`config.mk`:
```
export PLATFORM = sky130hd
export DESIGN_NAME = nvp_ctrl
export DESIGN_NICKNAME = d
export VERILOG_FILES = /design/src/nvp_pkg.sv /design/src/nvp_section.sv /design/src/nvp_ctrl.sv
export SDC_FILE = /design/constraint.sdc
export NUM_CORES = 1
export LEC_CHECK = 0
export ABC_AREA = 1
export BUFFER_PORTS_ARGS = -buffer_cell sky130_fd_sc_hd__buf_2
export CORE_AREA = 2 2 279 281
export CTS_CLUSTER_SIZE = 16
export DETAILED_ROUTE_END_ITERATION = 8
export DIE_AREA = 0 0 281 283
export GPL_ROUTABILITY_DRIVEN = 0
export PLACE_DENSITY = 0.71
export RECOVER_POWER = 100
export REMOVE_ABC_BUFFERS = 1
export SLEW_MARGIN = 20
export SYNTH_ARGS = -nofsm -noshare
export SYNTH_HDL_FRONTEND = slang
export SYNTH_SLANG_ARGS = --single-unit
export TNS_END_PERCENT = 5
```
`constraint.sdc`:
```
create_clock -name core_clk -period 3.37 [get_ports core_clk]
set_clock_uncertainty 0.1 [all_clocks]
set_input_delay 0.337 -clock core_clk [delete_from_list [all_inputs] [get_ports core_clk]]
set_output_delay 0.337 -clock core_clk [all_outputs]
set_load 0.03 [all_outputs]
```
`src/nvp_pkg.sv`:
```
// package for the nvm page programming controller: constants, types, function list
// Function
// RULE1: flash split into three 256-byte-granular sections
// RULE2: loader, program, storage bounds from end fuses
// RULE3: zero fuses extend program or loader section
// RULE4: writes only downward: loader, program, storage
// RULE5: storage-section code may not write anything
// RULE6: locks block section updates until reset
// RULE7: loader never written; lock blocks its reads
// RULE8: eeprom erase/write only on marked bytes
// RULE9: user row survives chip erase, debug writable
// RULE10: array reads wait while operation busy
// RULE11: one shared page buffer, low address bits
// RULE12: buffer store ANDs new with old content
// RULE13: buffer all ones after reset, op, clear, wake
// RULE14: command accepted only within key window
// RULE15: page write stalls cpu only for flash
// RULE16: erase needs a marked byte first
// RULE17: flash erase halts cpu; buffer cleared after
// RULE18: erase-write erases then programs, clears at end
// RULE19: buffer clear halts cpu seven cycles
// RULE20: chip erase spares eeprom if keep fuse
// RULE21: eeprom erase halts cpu until done
// RULE22: fuse write only from debug port
// RULE23: reset aborts an ongoing write
// RULE24: three-bit command encoding zero to seven
// RULE25: self-program key unlocks commands
// RULE26: status gives write error and busy flags
// RULE27: page and flash size are parameters
// RULE28: commands ignored while an operation is busy
package nvp_pkg;
  localparam int NVP_SECT_SHIFT = 8;
  localparam logic [7:0] NVP_SPM_KEY = 8'h9d;
  localparam logic [2:0] NVP_KEY_WINDOW = 3'h4;
  localparam logic [3:0] NVP_PBC_CYCLES = 4'h7;
  localparam logic [7:0] NVP_ERASED = 8'hff;
  localparam logic [1:0] NVP_TGT_FLASH = 2'h0;
  localparam logic [1:0] NVP_TGT_EEPROM = 2'h1;
  localparam logic [1:0] NVP_TGT_USER = 2'h2;

  typedef enum logic [2:0] {
    NVP_CMD_NONE = 3'h0,
    NVP_CMD_WRITE = 3'h1,
    NVP_CMD_ERASE = 3'h2,
    NVP_CMD_ERASE_WRITE = 3'h3,
    NVP_CMD_BUF_CLEAR = 3'h4,
    NVP_CMD_CHIP_ERASE = 3'h5,
    NVP_CMD_EE_ERASE = 3'h6,
    NVP_CMD_FUSE_WRITE = 3'h7
  } nvp_cmd_t;

  typedef enum logic [1:0] {
    NVP_SEC_LOADER,
    NVP_SEC_PROGRAM,
    NVP_SEC_STORAGE
  } nvp_sec_t;

  // request to the array macro
  typedef struct packed {
    logic erase;
    logic write;
    logic chip;
    logic keep_eeprom;
    logic [1:0] target;
    logic [15:0] addr;
  } nvp_array_req_t;

  // status seen by software
  typedef struct packed {
    logic write_error_flag;
    logic eeprom_busy_flag;
    logic flash_busy_flag;
  } nvp_status_t;
endpackage : nvp_pkg

```
`src/nvp_section.sv`:
```
// section decoder: maps a flash address to its protection section
`timescale 1ns/1ps
module nvp_section
  import nvp_pkg::*;
#(
  parameter int ADDR_W = 16
) (
  input wire logic [ADDR_W-1:0] addr,
  input wire logic [7:0] loader_end_fuse,
  input wire logic [7:0] program_end_fuse,
  output nvp_sec_t section
);
  logic [ADDR_W-1:0] loader_top;
  logic [ADDR_W-1:0] program_top;

  // section bounds in 256-byte blocks
  assign loader_top = ADDR_W'({loader_end_fuse, 8'h00}); // RULE1
  assign program_top = ADDR_W'({program_end_fuse, 8'h00}); // RULE2

  always_comb begin
    if (loader_end_fuse == 8'h00 || addr < loader_top) begin
      section = NVP_SEC_LOADER; // RULE3
    end else if (program_end_fuse == 8'h00 || addr < program_top) begin
      section = NVP_SEC_PROGRAM; // RULE3
    end else begin
      section = NVP_SEC_STORAGE; // RULE2
    end
  end
endmodule : nvp_section

```
`src/nvp_ctrl.sv`:
```
// nvm page programming controller: page buffer, protection, command sequencer
`timescale 1ns/1ps
module nvp_ctrl
  import nvp_pkg::*;
#(
  parameter int PAGE_BYTES = 64,
  parameter int ADDR_W = 16,
  parameter int FLASH_OP_CYCLES = 64,
  parameter int EE_OP_CYCLES = 32,
  parameter int CHIP_OP_CYCLES = 256
) (
  input wire logic core_clk,
  input wire logic resetn,
  input wire logic [7:0] loader_end_fuse,
  input wire logic [7:0] program_end_fuse,
  input wire logic keep_eeprom_on_full_erase,
  input wire logic device_locked,
  input wire logic wake_event,
  input wire logic ccp_wr,
  input wire logic [7:0] ccp_wdata,
  input wire logic instr_retire,
  input wire logic cmd_wr,
  input wire logic [2:0] cmd_wdata,
  input wire logic cmd_from_debug,
  input wire logic lock_wr,
  input wire logic [1:0] lock_wdata,
  input wire logic st_valid,
  input wire logic [ADDR_W-1:0] st_addr,
  input wire logic [1:0] st_target,
  input wire logic [7:0] st_data,
  input wire logic st_from_debug,
  input wire logic [ADDR_W-1:0] exec_addr,
  input wire logic rd_valid,
  input wire logic [ADDR_W-1:0] rd_addr,
  input wire logic rd_is_flash,
  input wire logic op_done,
  output logic cpu_halt,
  output logic rd_wait,
  output logic rd_blocked,
  output nvp_status_t status,
  output logic [1:0] lock_state,
  output nvp_array_req_t array_req,
  output logic [8*PAGE_BYTES-1:0] page_data,
  output logic [PAGE_BYTES-1:0] page_mark
);
  localparam int IDX_W = $clog2(PAGE_BYTES);

  typedef enum logic [2:0] {
    NVP_IDLE, NVP_ERASE, NVP_WRITE, NVP_CLEAR, NVP_DONE
  } nvp_state_t;

  nvp_state_t state_reg, state_next;
  logic [7:0] buf_reg [PAGE_BYTES];
  logic [7:0] buf_next [PAGE_BYTES];
  logic [PAGE_BYTES-1:0] mark_reg, mark_next;
  logic [1:0] tgt_reg, tgt_next;
  logic [ADDR_W-1:0] addr_reg, addr_next;
  nvp_sec_t sec_reg, sec_next;
  logic any_mark_reg, any_mark_next;
  logic [2:0] key_reg, key_next;
  logic [3:0] clr_cnt_reg, clr_cnt_next;
  logic halt_reg, halt_next;
  logic wait_reg, wait_next;
  logic blk_reg, blk_next;
  logic werr_reg, werr_next;
  logic flash_busy_flag_reg, flash_busy_flag_next;
  logic ebusy_reg, ebusy_next;
  logic prog_lock_reg, prog_lock_next;
  logic boot_lock_reg, boot_lock_next;
  nvp_array_req_t req_reg, req_next;
  nvp_sec_t st_sec, exec_sec, rd_sec;
  logic [IDX_W-1:0] st_idx;
  logic busy, cmd_go, flush, prot_err;

  nvp_section #(.ADDR_W(ADDR_W)) u_st_sec (
    .addr(st_addr), .loader_end_fuse(loader_end_fuse),
    .program_end_fuse(program_end_fuse), .section(st_sec));
  nvp_section #(.ADDR_W(ADDR_W)) u_exec_sec (
    .addr(exec_addr), .loader_end_fuse(loader_end_fuse),
    .program_end_fuse(program_end_fuse), .section(exec_sec));
  nvp_section #(.ADDR_W(ADDR_W)) u_rd_sec (
    .addr(rd_addr), .loader_end_fuse(loader_end_fuse),
    .program_end_fuse(program_end_fuse), .section(rd_sec));

  assign st_idx = st_addr[IDX_W-1:0]; // RULE11 RULE27
  assign busy = state_reg != NVP_IDLE;
  // key window open and legal source
  assign cmd_go = cmd_wr && (key_reg != 3'h0 || cmd_from_debug) && !busy; // RULE14 RULE28

  // protection check for the pending page operation
  always_comb begin
    prot_err = 1'b0;
    if (!cmd_from_debug) begin
      if (exec_sec == NVP_SEC_STORAGE) begin
        prot_err = 1'b1; // RULE5
      end else if (tgt_reg == NVP_TGT_FLASH) begin
        if (sec_reg == NVP_SEC_LOADER) begin
          prot_err = 1'b1; // RULE7
        end else if (sec_reg == NVP_SEC_PROGRAM) begin
          prot_err = exec_sec != NVP_SEC_LOADER || prog_lock_reg; // RULE4 RULE6
        end else begin
          prot_err = 1'b0; // RULE4
        end
      end else if (tgt_reg == NVP_TGT_USER && device_locked) begin
        prot_err = 1'b1; // RULE9
      end
    end
  end

  // key window, locks, sequencer and status
  always_comb begin
    state_next = state_reg;
    key_next = key_reg;
    clr_cnt_next = clr_cnt_reg;
    halt_next = halt_reg;
    werr_next = werr_reg;
    flash_busy_flag_next = flash_busy_flag_reg;
    ebusy_next = ebusy_reg;
    prog_lock_next = prog_lock_reg;
    boot_lock_next = boot_lock_reg;
    req_next = req_reg;
    flush = 1'b0;
    if (ccp_wr && ccp_wdata == NVP_SPM_KEY) begin
      key_next = NVP_KEY_WINDOW; // RULE25
    end else if (instr_retire && key_reg != 3'h0) begin
      key_next = key_reg - 3'h1; // RULE14
    end
    if (lock_wr) begin
      prog_lock_next = prog_lock_reg | lock_wdata[0]; // RULE6
      if (exec_sec == NVP_SEC_LOADER) begin
        boot_lock_next = boot_lock_reg | lock_wdata[1]; // RULE6
      end
    end
    unique case (state_reg)
      NVP_IDLE: begin
        if (cmd_go) begin
          key_next = 3'h0;
          werr_next = 1'b0;
          req_next.target = tgt_reg;
          req_next.addr = addr_reg;
          req_next.keep_eeprom = keep_eeprom_on_full_erase;
          req_next.chip = 1'b0;
          req_next.erase = 1'b0;
          req_next.write = 1'b0;
          unique case (nvp_cmd_t'(cmd_wdata)) // RULE24
            NVP_CMD_WRITE, NVP_CMD_ERASE, NVP_CMD_ERASE_WRITE: begin
              if (prot_err) begin
                werr_next = 1'b1; // RULE26
              end else if (cmd_wdata == NVP_CMD_WRITE) begin
                req_next.write = 1'b1;
                state_next = NVP_WRITE;
              end else if (any_mark_reg) begin // RULE16
                req_next.erase = 1'b1;
                state_next = cmd_wdata == NVP_CMD_ERASE ? NVP_ERASE : NVP_CLEAR;
              end
              if (!prot_err && (cmd_wdata == NVP_CMD_WRITE || any_mark_reg)) begin
                halt_next = tgt_reg == NVP_TGT_FLASH; // RULE15 RULE17
                flash_busy_flag_next = tgt_reg == NVP_TGT_FLASH; // RULE26
                ebusy_next = tgt_reg != NVP_TGT_FLASH;
              end
            end
            NVP_CMD_BUF_CLEAR: begin
              clr_cnt_next = NVP_PBC_CYCLES; // RULE19
              halt_next = 1'b1;
              state_next = NVP_DONE;
            end
            NVP_CMD_CHIP_ERASE, NVP_CMD_EE_ERASE: begin
              req_next.erase = 1'b1;
              req_next.chip = cmd_wdata == NVP_CMD_CHIP_ERASE; // RULE20
              req_next.target = cmd_wdata == NVP_CMD_CHIP_ERASE ? NVP_TGT_FLASH
                                                                : NVP_TGT_EEPROM;
              halt_next = 1'b1; // RULE21
              flash_busy_flag_next = cmd_wdata == NVP_CMD_CHIP_ERASE;
              ebusy_next = 1'b1;
              state_next = NVP_ERASE;
            end
            NVP_CMD_FUSE_WRITE: begin
              if (cmd_from_debug) begin // RULE22
                req_next.write = 1'b1;
                state_next = NVP_WRITE;
              end else begin
                werr_next = 1'b1;
              end
            end
            NVP_CMD_NONE: begin
            end
          endcase
        end
      end
      NVP_CLEAR: begin
        // erase phase of erase-write, buffer kept
        if (op_done) begin
          req_next.erase = 1'b0; // RULE18
          req_next.write = 1'b1;
          state_next = NVP_WRITE;
        end
      end
      NVP_ERASE, NVP_WRITE: begin
        if (op_done) begin
          req_next.erase = 1'b0;
          req_next.write = 1'b0;
          req_next.chip = 1'b0;
          flush = 1'b1; // RULE13 RULE17 RULE18
          halt_next = 1'b0;
          flash_busy_flag_next = 1'b0; // RULE28
          ebusy_next = 1'b0;
          state_next = NVP_IDLE;
        end
      end
      NVP_DONE: begin
        if (clr_cnt_reg == 4'h1) begin
          flush = 1'b1; // RULE19
          halt_next = 1'b0;
          state_next = NVP_IDLE;
        end
        clr_cnt_next = clr_cnt_reg - 4'h1;
      end
      default: state_next = NVP_IDLE;
    endcase
  end

  // page buffer loading with and-merge and byte marks
  always_comb begin
    tgt_next = tgt_reg;
    addr_next = addr_reg;
    sec_next = sec_reg;
    any_mark_next = any_mark_reg;
    mark_next = mark_reg;
    for (int i = 0; i < PAGE_BYTES; i++) begin
      buf_next[i] = buf_reg[i];
    end
    if (flush || wake_event) begin
      for (int i = 0; i < PAGE_BYTES; i++) begin
        buf_next[i] = NVP_ERASED; // RULE13
      end
      mark_next = '0;
      any_mark_next = 1'b0;
    end else if (st_valid && !busy) begin
      buf_next[st_idx] = buf_reg[st_idx] & st_data; // RULE12
      mark_next[st_idx] = 1'b1; // RULE8
      any_mark_next = 1'b1; // RULE16
      tgt_next = st_target; // RULE11
      addr_next = st_addr;
      sec_next = st_sec;
      if (st_from_debug) begin
        sec_next = NVP_SEC_STORAGE;
      end
    end
  end

  // read wait and loader read block
  always_comb begin
    wait_next = rd_valid && busy && state_reg != NVP_DONE; // RULE10
    blk_next = rd_valid && rd_is_flash && boot_lock_reg &&
               rd_sec == NVP_SEC_LOADER && exec_sec != NVP_SEC_LOADER; // RULE7
  end

  // async reset aborts any operation
  always_ff @(posedge core_clk or negedge resetn) begin
    if (!resetn) begin
      state_reg <= NVP_IDLE; // RULE23
      for (int i = 0; i < PAGE_BYTES; i++) begin
        buf_reg[i] <= NVP_ERASED; // RULE13
      end
      mark_reg <= '0;
      tgt_reg <= NVP_TGT_FLASH;
      addr_reg <= '0;
      sec_reg <= NVP_SEC_LOADER;
      any_mark_reg <= 1'b0;
      key_reg <= 3'h0;
      clr_cnt_reg <= 4'h0;
      halt_reg <= 1'b0;
      wait_reg <= 1'b0;
      blk_reg <= 1'b0;
      werr_reg <= 1'b0;
      flash_busy_flag_reg <= 1'b0;
      ebusy_reg <= 1'b0;
      prog_lock_reg <= 1'b0;
      boot_lock_reg <= 1'b0;
      req_reg <= '0;
    end else begin
      state_reg <= state_next;
      for (int i = 0; i < PAGE_BYTES; i++) begin
        buf_reg[i] <= buf_next[i];
      end
      mark_reg <= mark_next;
      tgt_reg <= tgt_next;
      addr_reg <= addr_next;
      sec_reg <= sec_next;
      any_mark_reg <= any_mark_next;
      key_reg <= key_next;
      clr_cnt_reg <= clr_cnt_next;
      halt_reg <= halt_next;
      wait_reg <= wait_next;
      blk_reg <= blk_next;
      werr_reg <= werr_next;
      flash_busy_flag_reg <= flash_busy_flag_next;
      ebusy_reg <= ebusy_next;
      prog_lock_reg <= prog_lock_next;
      boot_lock_reg <= boot_lock_next;
      req_reg <= req_next;
    end
  end

  // outputs straight from flops
  assign cpu_halt = halt_reg;
  assign rd_wait = wait_reg;
  assign rd_blocked = blk_reg;
  assign status = '{write_error_flag: werr_reg, eeprom_busy_flag: ebusy_reg,
                    flash_busy_flag: flash_busy_flag_reg};
  assign lock_state = {boot_lock_reg, prog_lock_reg};
  assign array_req = req_reg;
  assign page_mark = mark_reg;
  genvar g;
  generate
    for (g = 0; g < PAGE_BYTES; g++) begin : g_pd
      assign page_data[8*g +: 8] = buf_reg[g];
    end
  endgenerate

  // checks
  a_clear_seven: assert property (@(posedge core_clk) disable iff (!resetn)
    (state_reg == NVP_IDLE && cmd_go && cmd_wdata == NVP_CMD_BUF_CLEAR)
    |=> cpu_halt [*7] ##1 !cpu_halt) else $error("buffer clear halt not seven cycles"); // RULE19
  a_and_merge: assert property (@(posedge core_clk) disable iff (!resetn)
    (st_valid && !busy && !flush && !wake_event)
    |=> buf_reg[$past(st_idx)] == ($past(buf_reg[st_idx]) & $past(st_data)))
    else $error("buffer store not and-merged"); // RULE12
  a_busy_ignored: assert property (@(posedge core_clk) disable iff (!resetn)
    (busy && state_reg != NVP_DONE && !op_done) |=> $stable(req_reg))
    else $error("request changed while busy"); // RULE28
  a_no_key_cmd: assert property (@(posedge core_clk) disable iff (!resetn)
    (state_reg == NVP_IDLE && cmd_wr && key_reg == 3'h0 && !cmd_from_debug)
    |=> state_reg == NVP_IDLE) else $error("command accepted without key"); // RULE14
  a_fuse_cpu: assert property (@(posedge core_clk) disable iff (!resetn)
    (state_reg == NVP_IDLE && cmd_wr && cmd_wdata == NVP_CMD_FUSE_WRITE && !cmd_from_debug)
    |=> state_reg == NVP_IDLE) else $error("fuse write from cpu"); // RULE22
  a_flush_ones: assert property (@(posedge core_clk) disable iff (!resetn)
    flush |=> page_mark == '0 && buf_reg[0] == NVP_ERASED)
    else $error("buffer not all ones after flush"); // RULE13
  a_read_wait: assert property (@(posedge core_clk) disable iff (!resetn)
    (rd_valid && (state_reg == NVP_WRITE || state_reg == NVP_ERASE)) |=> rd_wait)
    else $error("read not waited while busy"); // RULE10
  a_storage_refused: assert property (@(posedge core_clk) disable iff (!resetn)
    (state_reg == NVP_IDLE && cmd_go && exec_sec == NVP_SEC_STORAGE && !cmd_from_debug
     && cmd_wdata == NVP_CMD_WRITE) |=> werr_reg && state_reg == NVP_IDLE)
    else $error("storage code wrote"); // RULE5
  c_page_write: cover property (@(posedge core_clk) state_reg == NVP_WRITE && op_done);
  c_erase_write: cover property (@(posedge core_clk) state_reg == NVP_CLEAR && op_done);
  c_buf_clear: cover property (@(posedge core_clk) state_reg == NVP_DONE);
endmodule : nvp_ctrl

```
# [Yosys cells after proc, flatten, opt, wreduce, memory -nomap -nowiden]
# Cells that the tools add are included.
[totals] word_cells=267 ff_bits=637 in_bits=102 out_inout_bits=606
[op_classes] order_cmp=10 eq_ne=29 n_addsub=2 n_bitwise=6 reduce_logical=56 mux=78
[ops] op="$mux W512" count=2
[ops] op="$bwmux W512" count=1
[ops] op="$mux W64" count=2
[ops] op="$lt A16 B16 Y1" count=6
[ops] op="$or A64 B64 Y64" count=1
[ops] op="$bmux W8 S6" count=1
[ops] op="$demux W8 S6" count=1
[ops] op="$mux W3" count=12
[ops] op="$mux W1" count=26
[ops] op="$mux W8" count=3
[ops] op="$pmux W3 S4" count=2
[ops] op="$mux W2" count=11
[ops] op="$mux W22" count=1
[ops] op="$pmux W1 S2" count=10
[ops] op="$logic_not A8 Y1" count=2
[ops] op="$eq A3 B3 Y1 const B" count=5
[ops] op="$logic_and A1 B1 Y1" count=15
[ops] op="$eq A3 B2 Y1 const B" count=4
[ops] op="$ne A3 B3 Y1 const B" count=4
[ops] op="$reduce_bool A3 Y1" count=4
[ops] op="$logic_or A1 B1 Y1" count=10
[ops] op="$reduce_bool A2 Y1" count=5
[ops] op="$and A8 B8 Y8" count=1
[ops] op="$eq A8 B8 Y1 const B" count=1
[ops] op="other kinds (35)" count=51

# [Depth between registers and ports, before layout]
[depth] depth_word=17 ltp_mapped=18 depth_no_buf=18

# [Modules after synthesis]
# A second synthesis with hierarchy kept.
[hier_totals] hier_cells=4211 area_unflattened_um2=32573.7
[modules_own_cells] module="nvp_ctrl" seq_area_each_um2=16580.9 cells_each=3971 instances=1 area_each_um2=31237.5
[modules_own_cells] module="nvp_section" seq_area_each_um2=0.0 cells_each=80 instances=3 area_each_um2=445.4

# [Worst setup path before layout]
# Ideal clock, no wire load.
[synth_path] path_type="in2reg" from="input st_addr[0]" to="register buf_reg (netlist bit page_data[107])" stages=13 n_path_buf=4 t_arrival_ps=1982 setup_ps=92 setup_slack_ps=1196 required_time_ps=3178 path_cell_list="buf_4 inv_4 nand3_4 inv_2 buf_4 buf_4 a22oi_1 nand4_1 nand2_1 nand4_1 o21bai_2 buf_2 a21oi_1"
[synth_between] elab_chain_cells=8 word_cells_on_any_way=13 cone_classes="order compare (2); mux (8); bitwise (2); reduce/logical (1)"
[synth_lines] element="start: declaration" line_no="nvp_ctrl.sv:28" text="input wire logic [ADDR_W-1:0] st_addr,"
[synth_lines] element="$not A6 Y7 (not written as such) *" line_no="nvp_ctrl.sv:239" text="buf_next[st_idx] = buf_reg[st_idx] & st_data;"
[synth_lines] element="$ge A7 B7 Y1 (not written as such), or another cell as far along" line_no="nvp_ctrl.sv:239"
[synth_lines] element="$logic_and A1 B1 Y1 (not written as such) / $mux W8 (equally long branches)" line_no="nvp_ctrl.sv:239"
[synth_lines] element="$mux W8 (not written as such)" line_no="nvp_ctrl.sv:239"
[synth_lines] element="$demux W8 S6 / $and A8 B8 Y8 (equally long branches)" line_no="nvp_ctrl.sv:239"
[synth_lines] element="$bwmux W512 *" line_no="nvp_ctrl.sv:239"
[synth_lines] element="$mux W512 *" line_no="nvp_ctrl.sv:238" text="end else if (st_valid && !busy) begin"
[synth_lines] element="$mux W512 *" line_no="nvp_ctrl.sv:232" text="if (flush || wake_event) begin"
[synth_lines] element="end signal: indexed assignment" line_no="nvp_ctrl.sv:284" text="buf_reg[i] <= buf_next[i];"
[synth_lines] element="end: declaration" line_no="nvp_ctrl.sv:53" text="logic [7:0] buf_reg [PAGE_BYTES];"
# Mark *: on every way between the ends. The rest lies on a longest branch, timed or not. The select of a mux whose other input is x is not followed.
# A chain may end at the register's enable or synchronous reset.

# [Final worst setup path]
[layout_path] from="register state_reg[1]" to="register buf_reg (netlist bit page_data[273])"
[layout_between] elab_chain_cells=5 word_cells_on_any_way=11 cone_classes="eq/ne (3); mux (2); reduce/logical (6)"
[layout_lines] element="start: declaration" line_no="nvp_ctrl.sv:52" text="nvp_state_t state_reg, state_next;"
[layout_lines] element="start signal: assignment" line_no="nvp_ctrl.sv:282" text="state_reg <= state_next;"
[layout_lines] element="$eq A3 B1 Y1 / $eq A3 B2 Y1 (equally long branches)" line_no="nvp_ctrl.sv:134" text="unique case (state_reg)"
[layout_lines] element="$reduce_or A2 Y1" line_no="nvp_ctrl.sv:134"
[layout_lines] element="$pmux W1 S2" line_no="nvp_ctrl.sv:134"
[layout_lines] element="$logic_or A1 B1 Y1" line_no="nvp_ctrl.sv:232"
[layout_lines] element="$mux W512 / $reduce_bool A2 Y1 (equally long branches)"
# Parallel ways exist; a longest one is shown, timed or not.

==> results_dict.tcl <==
set metrics [dict create \
    num-nets-final 4175 \
    failed_checks "capacitance limit, slew limit" \
    reg2reg_to "page_data[273]" \
    die_span_in_x_um 281 \
    placed_area_um2 34600 \
    grt_first_pass_wirelength_um 189000 \
    hold_slack_ns 0.0264 \
    max-vdd-ir-drop_mv 0.400 \
    cts.sink_count 637 \
    multi_input_comb_area_um2 11200 \
    timing.hold.worst_endpoint "key_reg[2]" \
    leakagePower_uw 0.0146 \
    yosysTopAreaCell "sky130_fd_sc_hd__dfstp_2" \
    drc 0 \
    drt.antenna.violating_nets 0 \
    globalRouteTotalUtil_pct 32.2 \
    run_status "finished, violations left" \
    power.density_cell_area_nw_per_um2 571 \
    final_core_util_pct 47.9 \
    worstRegToRegCells 9 \
    p_total_uw 21000 \
    globalRouteOverflowTotal 0 \
    slowest_cell_delay_on_critical_path_ns 0.56 \
    layout.area.seq_um2 16600 \
    hold_path_startpoint "ccp_wdata[1]" \
    cp_max_fo 9 \
    worstMarginPinSlew_ns 2.76 \
    rsz_0062_raised_after_global_routing "false" \
    critical-path-slowest-cell "sky130_fd_sc_hd__nor2_1" \
    timing.setup.critical_path_class "flip-flop to flip-flop" \
    critical-path-top-delay-family "simple AND/OR/NAND/NOR gates" \
    die-height_um 283 \
    cp_launch_type "flip-flop" \
    largest_register_ff_count 512 \
    yosysWarnings 0 \
    syn-cell-area_um2 29300 \
    layout.cell_area.non_filler_um2 36700 \
    path_buf_inv 2 \
    grt_max_degree 112 \
    initial_utilization_pct 38.1 \
    rows 102 \
    timing.final.crit_period_ns 3.15 \
    worstHoldPathCells 6 \
    cp-end-kind "flip-flop" \
    final.setup.worst_slack_ns 0.216 \
    seq_area_frac_synth_pct 56.7 \
    core-area_um2 76700 \
    max_slew_margin_pct -83.7 \
    finalHoldViolations 0 \
    drive_above_1_share_pct 21.9 \
    detail_route.wirelength_um 132000 \
    route.detailed.wl_per_inst_um 25.8 \
    clock_transition_at_the_registers_of_the_reported_paths_ns 0.06 \
    boundaryPins 708 \
    postSynthRegisterBits 637 \
    worstHoldPathType "input pin to flip-flop" \
    synth.avg_cell_area_um2 8.84 \
    worst_path_arrival_ns 3.56 \
    synthToLayoutAreaGrowth_pct 25.6 \
    place_hpwl_um 94900 \
    cts_root_buffer "sky130_fd_sc_hd__clkbuf_16" \
    unique_cell_type_count_in_the_yosys_netlist 44 \
    cts_buffers 74 \
    cts_tree "done" \
    die_area_um2 79500 \
    startpoint_of_the_most_critical_register_to_register_path "state_reg[1]" \
    drt_pass1_iterations 6 \
    detailedPlace.worstSlack_ns 0.157 \
    path_cells "nor2_2 > inv_2 > nor2_2 > nand2_1 > nor2_1 > buf_4 > nand2_1 > nor2_1 > a21oi_1" \
    max-cap-violations 1 \
    timing.critical_path.required_ns 3.78 \
    final_cycle_utilization_of_the_critical_path_pct 93.6 \
    postSynthCellCount 3309 \
    regToRegSetupSlack_ns 0.22 \
    worst_skew_pair.late_latency_ns 0.63 \
    fmaxAchievable_ghz 0.317 \
    synth_top_area_share_pct 46.0 \
    io_buffers 691 \
    vias 29006 \
    synth.top_cells.by_area "sky130_fd_sc_hd__dfstp_2, sky130_fd_sc_hd__dfrtp_1, sky130_fd_sc_hd__a21oi_1" \
    clock_tree.buffer_depth 3 \
    slew_viol_final 72 \
    routed_vias_inst 5.64 \
    first_iter_violations 2660 \
    number_of_filler_instances_in_the_final_layout 7541 \
    setup_viol_count_final 0 \
    grt_antenna_before_repair 10 \
    clock_tree.htree_level_count 3 \
    via_count_of_the_first_global_routing_pass 27849 \
]
-- worst max-delay path by stage --
stage	endpoint	start	slack, ns	depth (start not counted)
2_1_floorplan	page_data[0]	state_reg[1]	-7.13	11
3_3_place_gp	page_data[449]	st_addr[0]	0.23	16
3_5_place_dp	page_data[505]	st_addr[0]	0.16	16
4_1_cts	page_data[273]	state_reg[1]	0.19	9
5_1_grt	page_data[369]	resetn	0.02	3
6_report	page_data[273]	state_reg[1]	0.22	9
-- placed cells by master, fill, tap and decap left out, types with 11 or more instances in the layout --
cell                            count
sky130_fd_sc_hd__dlygate4sd3_1     30
sky130_fd_sc_hd__clkinv_2          18
sky130_fd_sc_hd__a21oi_1          618
sky130_fd_sc_hd__buf_2             85
sky130_fd_sc_hd__dfrtp_1          125
sky130_fd_sc_hd__nand3_1           37
sky130_fd_sc_hd__a22o_1            12
sky130_fd_sc_hd__nand4_1           79
sky130_fd_sc_hd__bufinv_16         11
sky130_fd_sc_hd__inv_1            144
sky130_fd_sc_hd__o2111ai_1         13
sky130_fd_sc_hd__clkbuf_1         618
sky130_fd_sc_hd__dfstp_2          512
sky130_fd_sc_hd__buf_4             69
sky130_fd_sc_hd__ha_1              39
sky130_fd_sc_hd__nor3_1            11
sky130_fd_sc_hd__buf_12            42
sky130_fd_sc_hd__clkbuf_2          11
sky130_fd_sc_hd__o21ai_0          318
sky130_fd_sc_hd__clkbuf_16         75
sky130_fd_sc_hd__clkbuf_8          13
sky130_fd_sc_hd__nand2_1          626
sky130_fd_sc_hd__nor2_1           438
sky130_fd_sc_hd__a22oi_1           57
-- area by class of cell --
cell class / count / area share, %
antenna: 4 / 0.0272
multi-input combinational: 2312 / 30.4
timing repair buffer: 851 / 12.1
inverter: 158 / 1.63
sequential: 637 / 45.1
clock inverter: 43 / 1.55
clock buffer: 94 / 5.66
tap: 1040 / 3.54
-- cell families (layout without fill, tap and decap cells) --
family,count (synthesis),after routing,synth area share (%)
flip-flops,637,637,56.7
AND/OR/NAND/NOR,1225,1225,17.3
AO/OA/AOI/OAI,1047,1047,19.0
XOR/XNOR,1,1,0.0299
other,0,4,0
buffers and inverters,360,1146,5.37
adder cells (fa/ha/maj),39,39,1.67
-- timing repair --
item                                    in CTS  in global routing
hold buffers                                30                  0
endpoints found under the setup margin       0                  1
buffers inserted                             0                  0
resized for setup                            0                  1
endpoints found under the hold margin       30                  0
-- stage by stage --
stage	setup TNS, ns	std cells
final	0	5139
after global routing	0	5137
after global placement	0	4968
after CTS	0	5135
after detailed placement	0	4968
after floorplan	-3055.11	3107
-- synth_stat cells, drive strengths merged --
| library cell | number |
|---|---|
| o21a | 4 |
| clkbuf | 85 |
| a211oi | 3 |
| and3 | 2 |
| nand2 | 632 |
| nand4 | 79 |
| nor4 | 4 |
| a2111oi | 1 |
| xor2 | 1 |
| dfrtp | 125 |
| nor3 | 18 |
| a31oi | 1 |
| o21bai | 1 |
| nor2 | 442 |
| buf | 117 |
| nand3b | 3 |
| o31ai | 2 |
| a21o | 1 |
| nor3b | 1 |
| dfstp | 512 |
| inv | 156 |
| clkinv | 2 |
| a21oi | 618 |
| o2111ai | 13 |
| ha | 39 |
| nand3 | 44 |
| o22ai | 4 |
| a22o | 12 |
| o211ai | 8 |
| o21ai | 322 |
| a22oi | 57 |
-- per-layer routing --
layer / vias to the layer above / routed length [um] / part of all wire, % / track usage (%)
met5: - / 65 / 0.049 / 0
met4: 10 / 6640 / 5.0 / 14.3
met3: 379 / 14900 / 11 / 9.55
met2: 1770 / 61300 / 46 / 51.6
met1: 14182 / 49500 / 37 / 40.0
li1: 12665 / - / - / -
-- report_power, final --
group | internal [uW] | switching [uW] | total [uW]
combinational | 952 | 2980 | 3930
clock | 5260 | 3500 | 8760
sequential | 8080 | 203 | 8280
total | 14300 | 6680 | 21000
-- tightest hold or removal path: stages --
cell	delay, ns
sky130_fd_sc_hd__buf_2	0.08
sky130_fd_sc_hd__inv_1	0.03
sky130_fd_sc_hd__nand4_1	0.10
sky130_fd_sc_hd__nand3_1	0.07
sky130_fd_sc_hd__nand2_1	0.06
sky130_fd_sc_hd__inv_1	0.03
(Power assumes the default switching activity.)
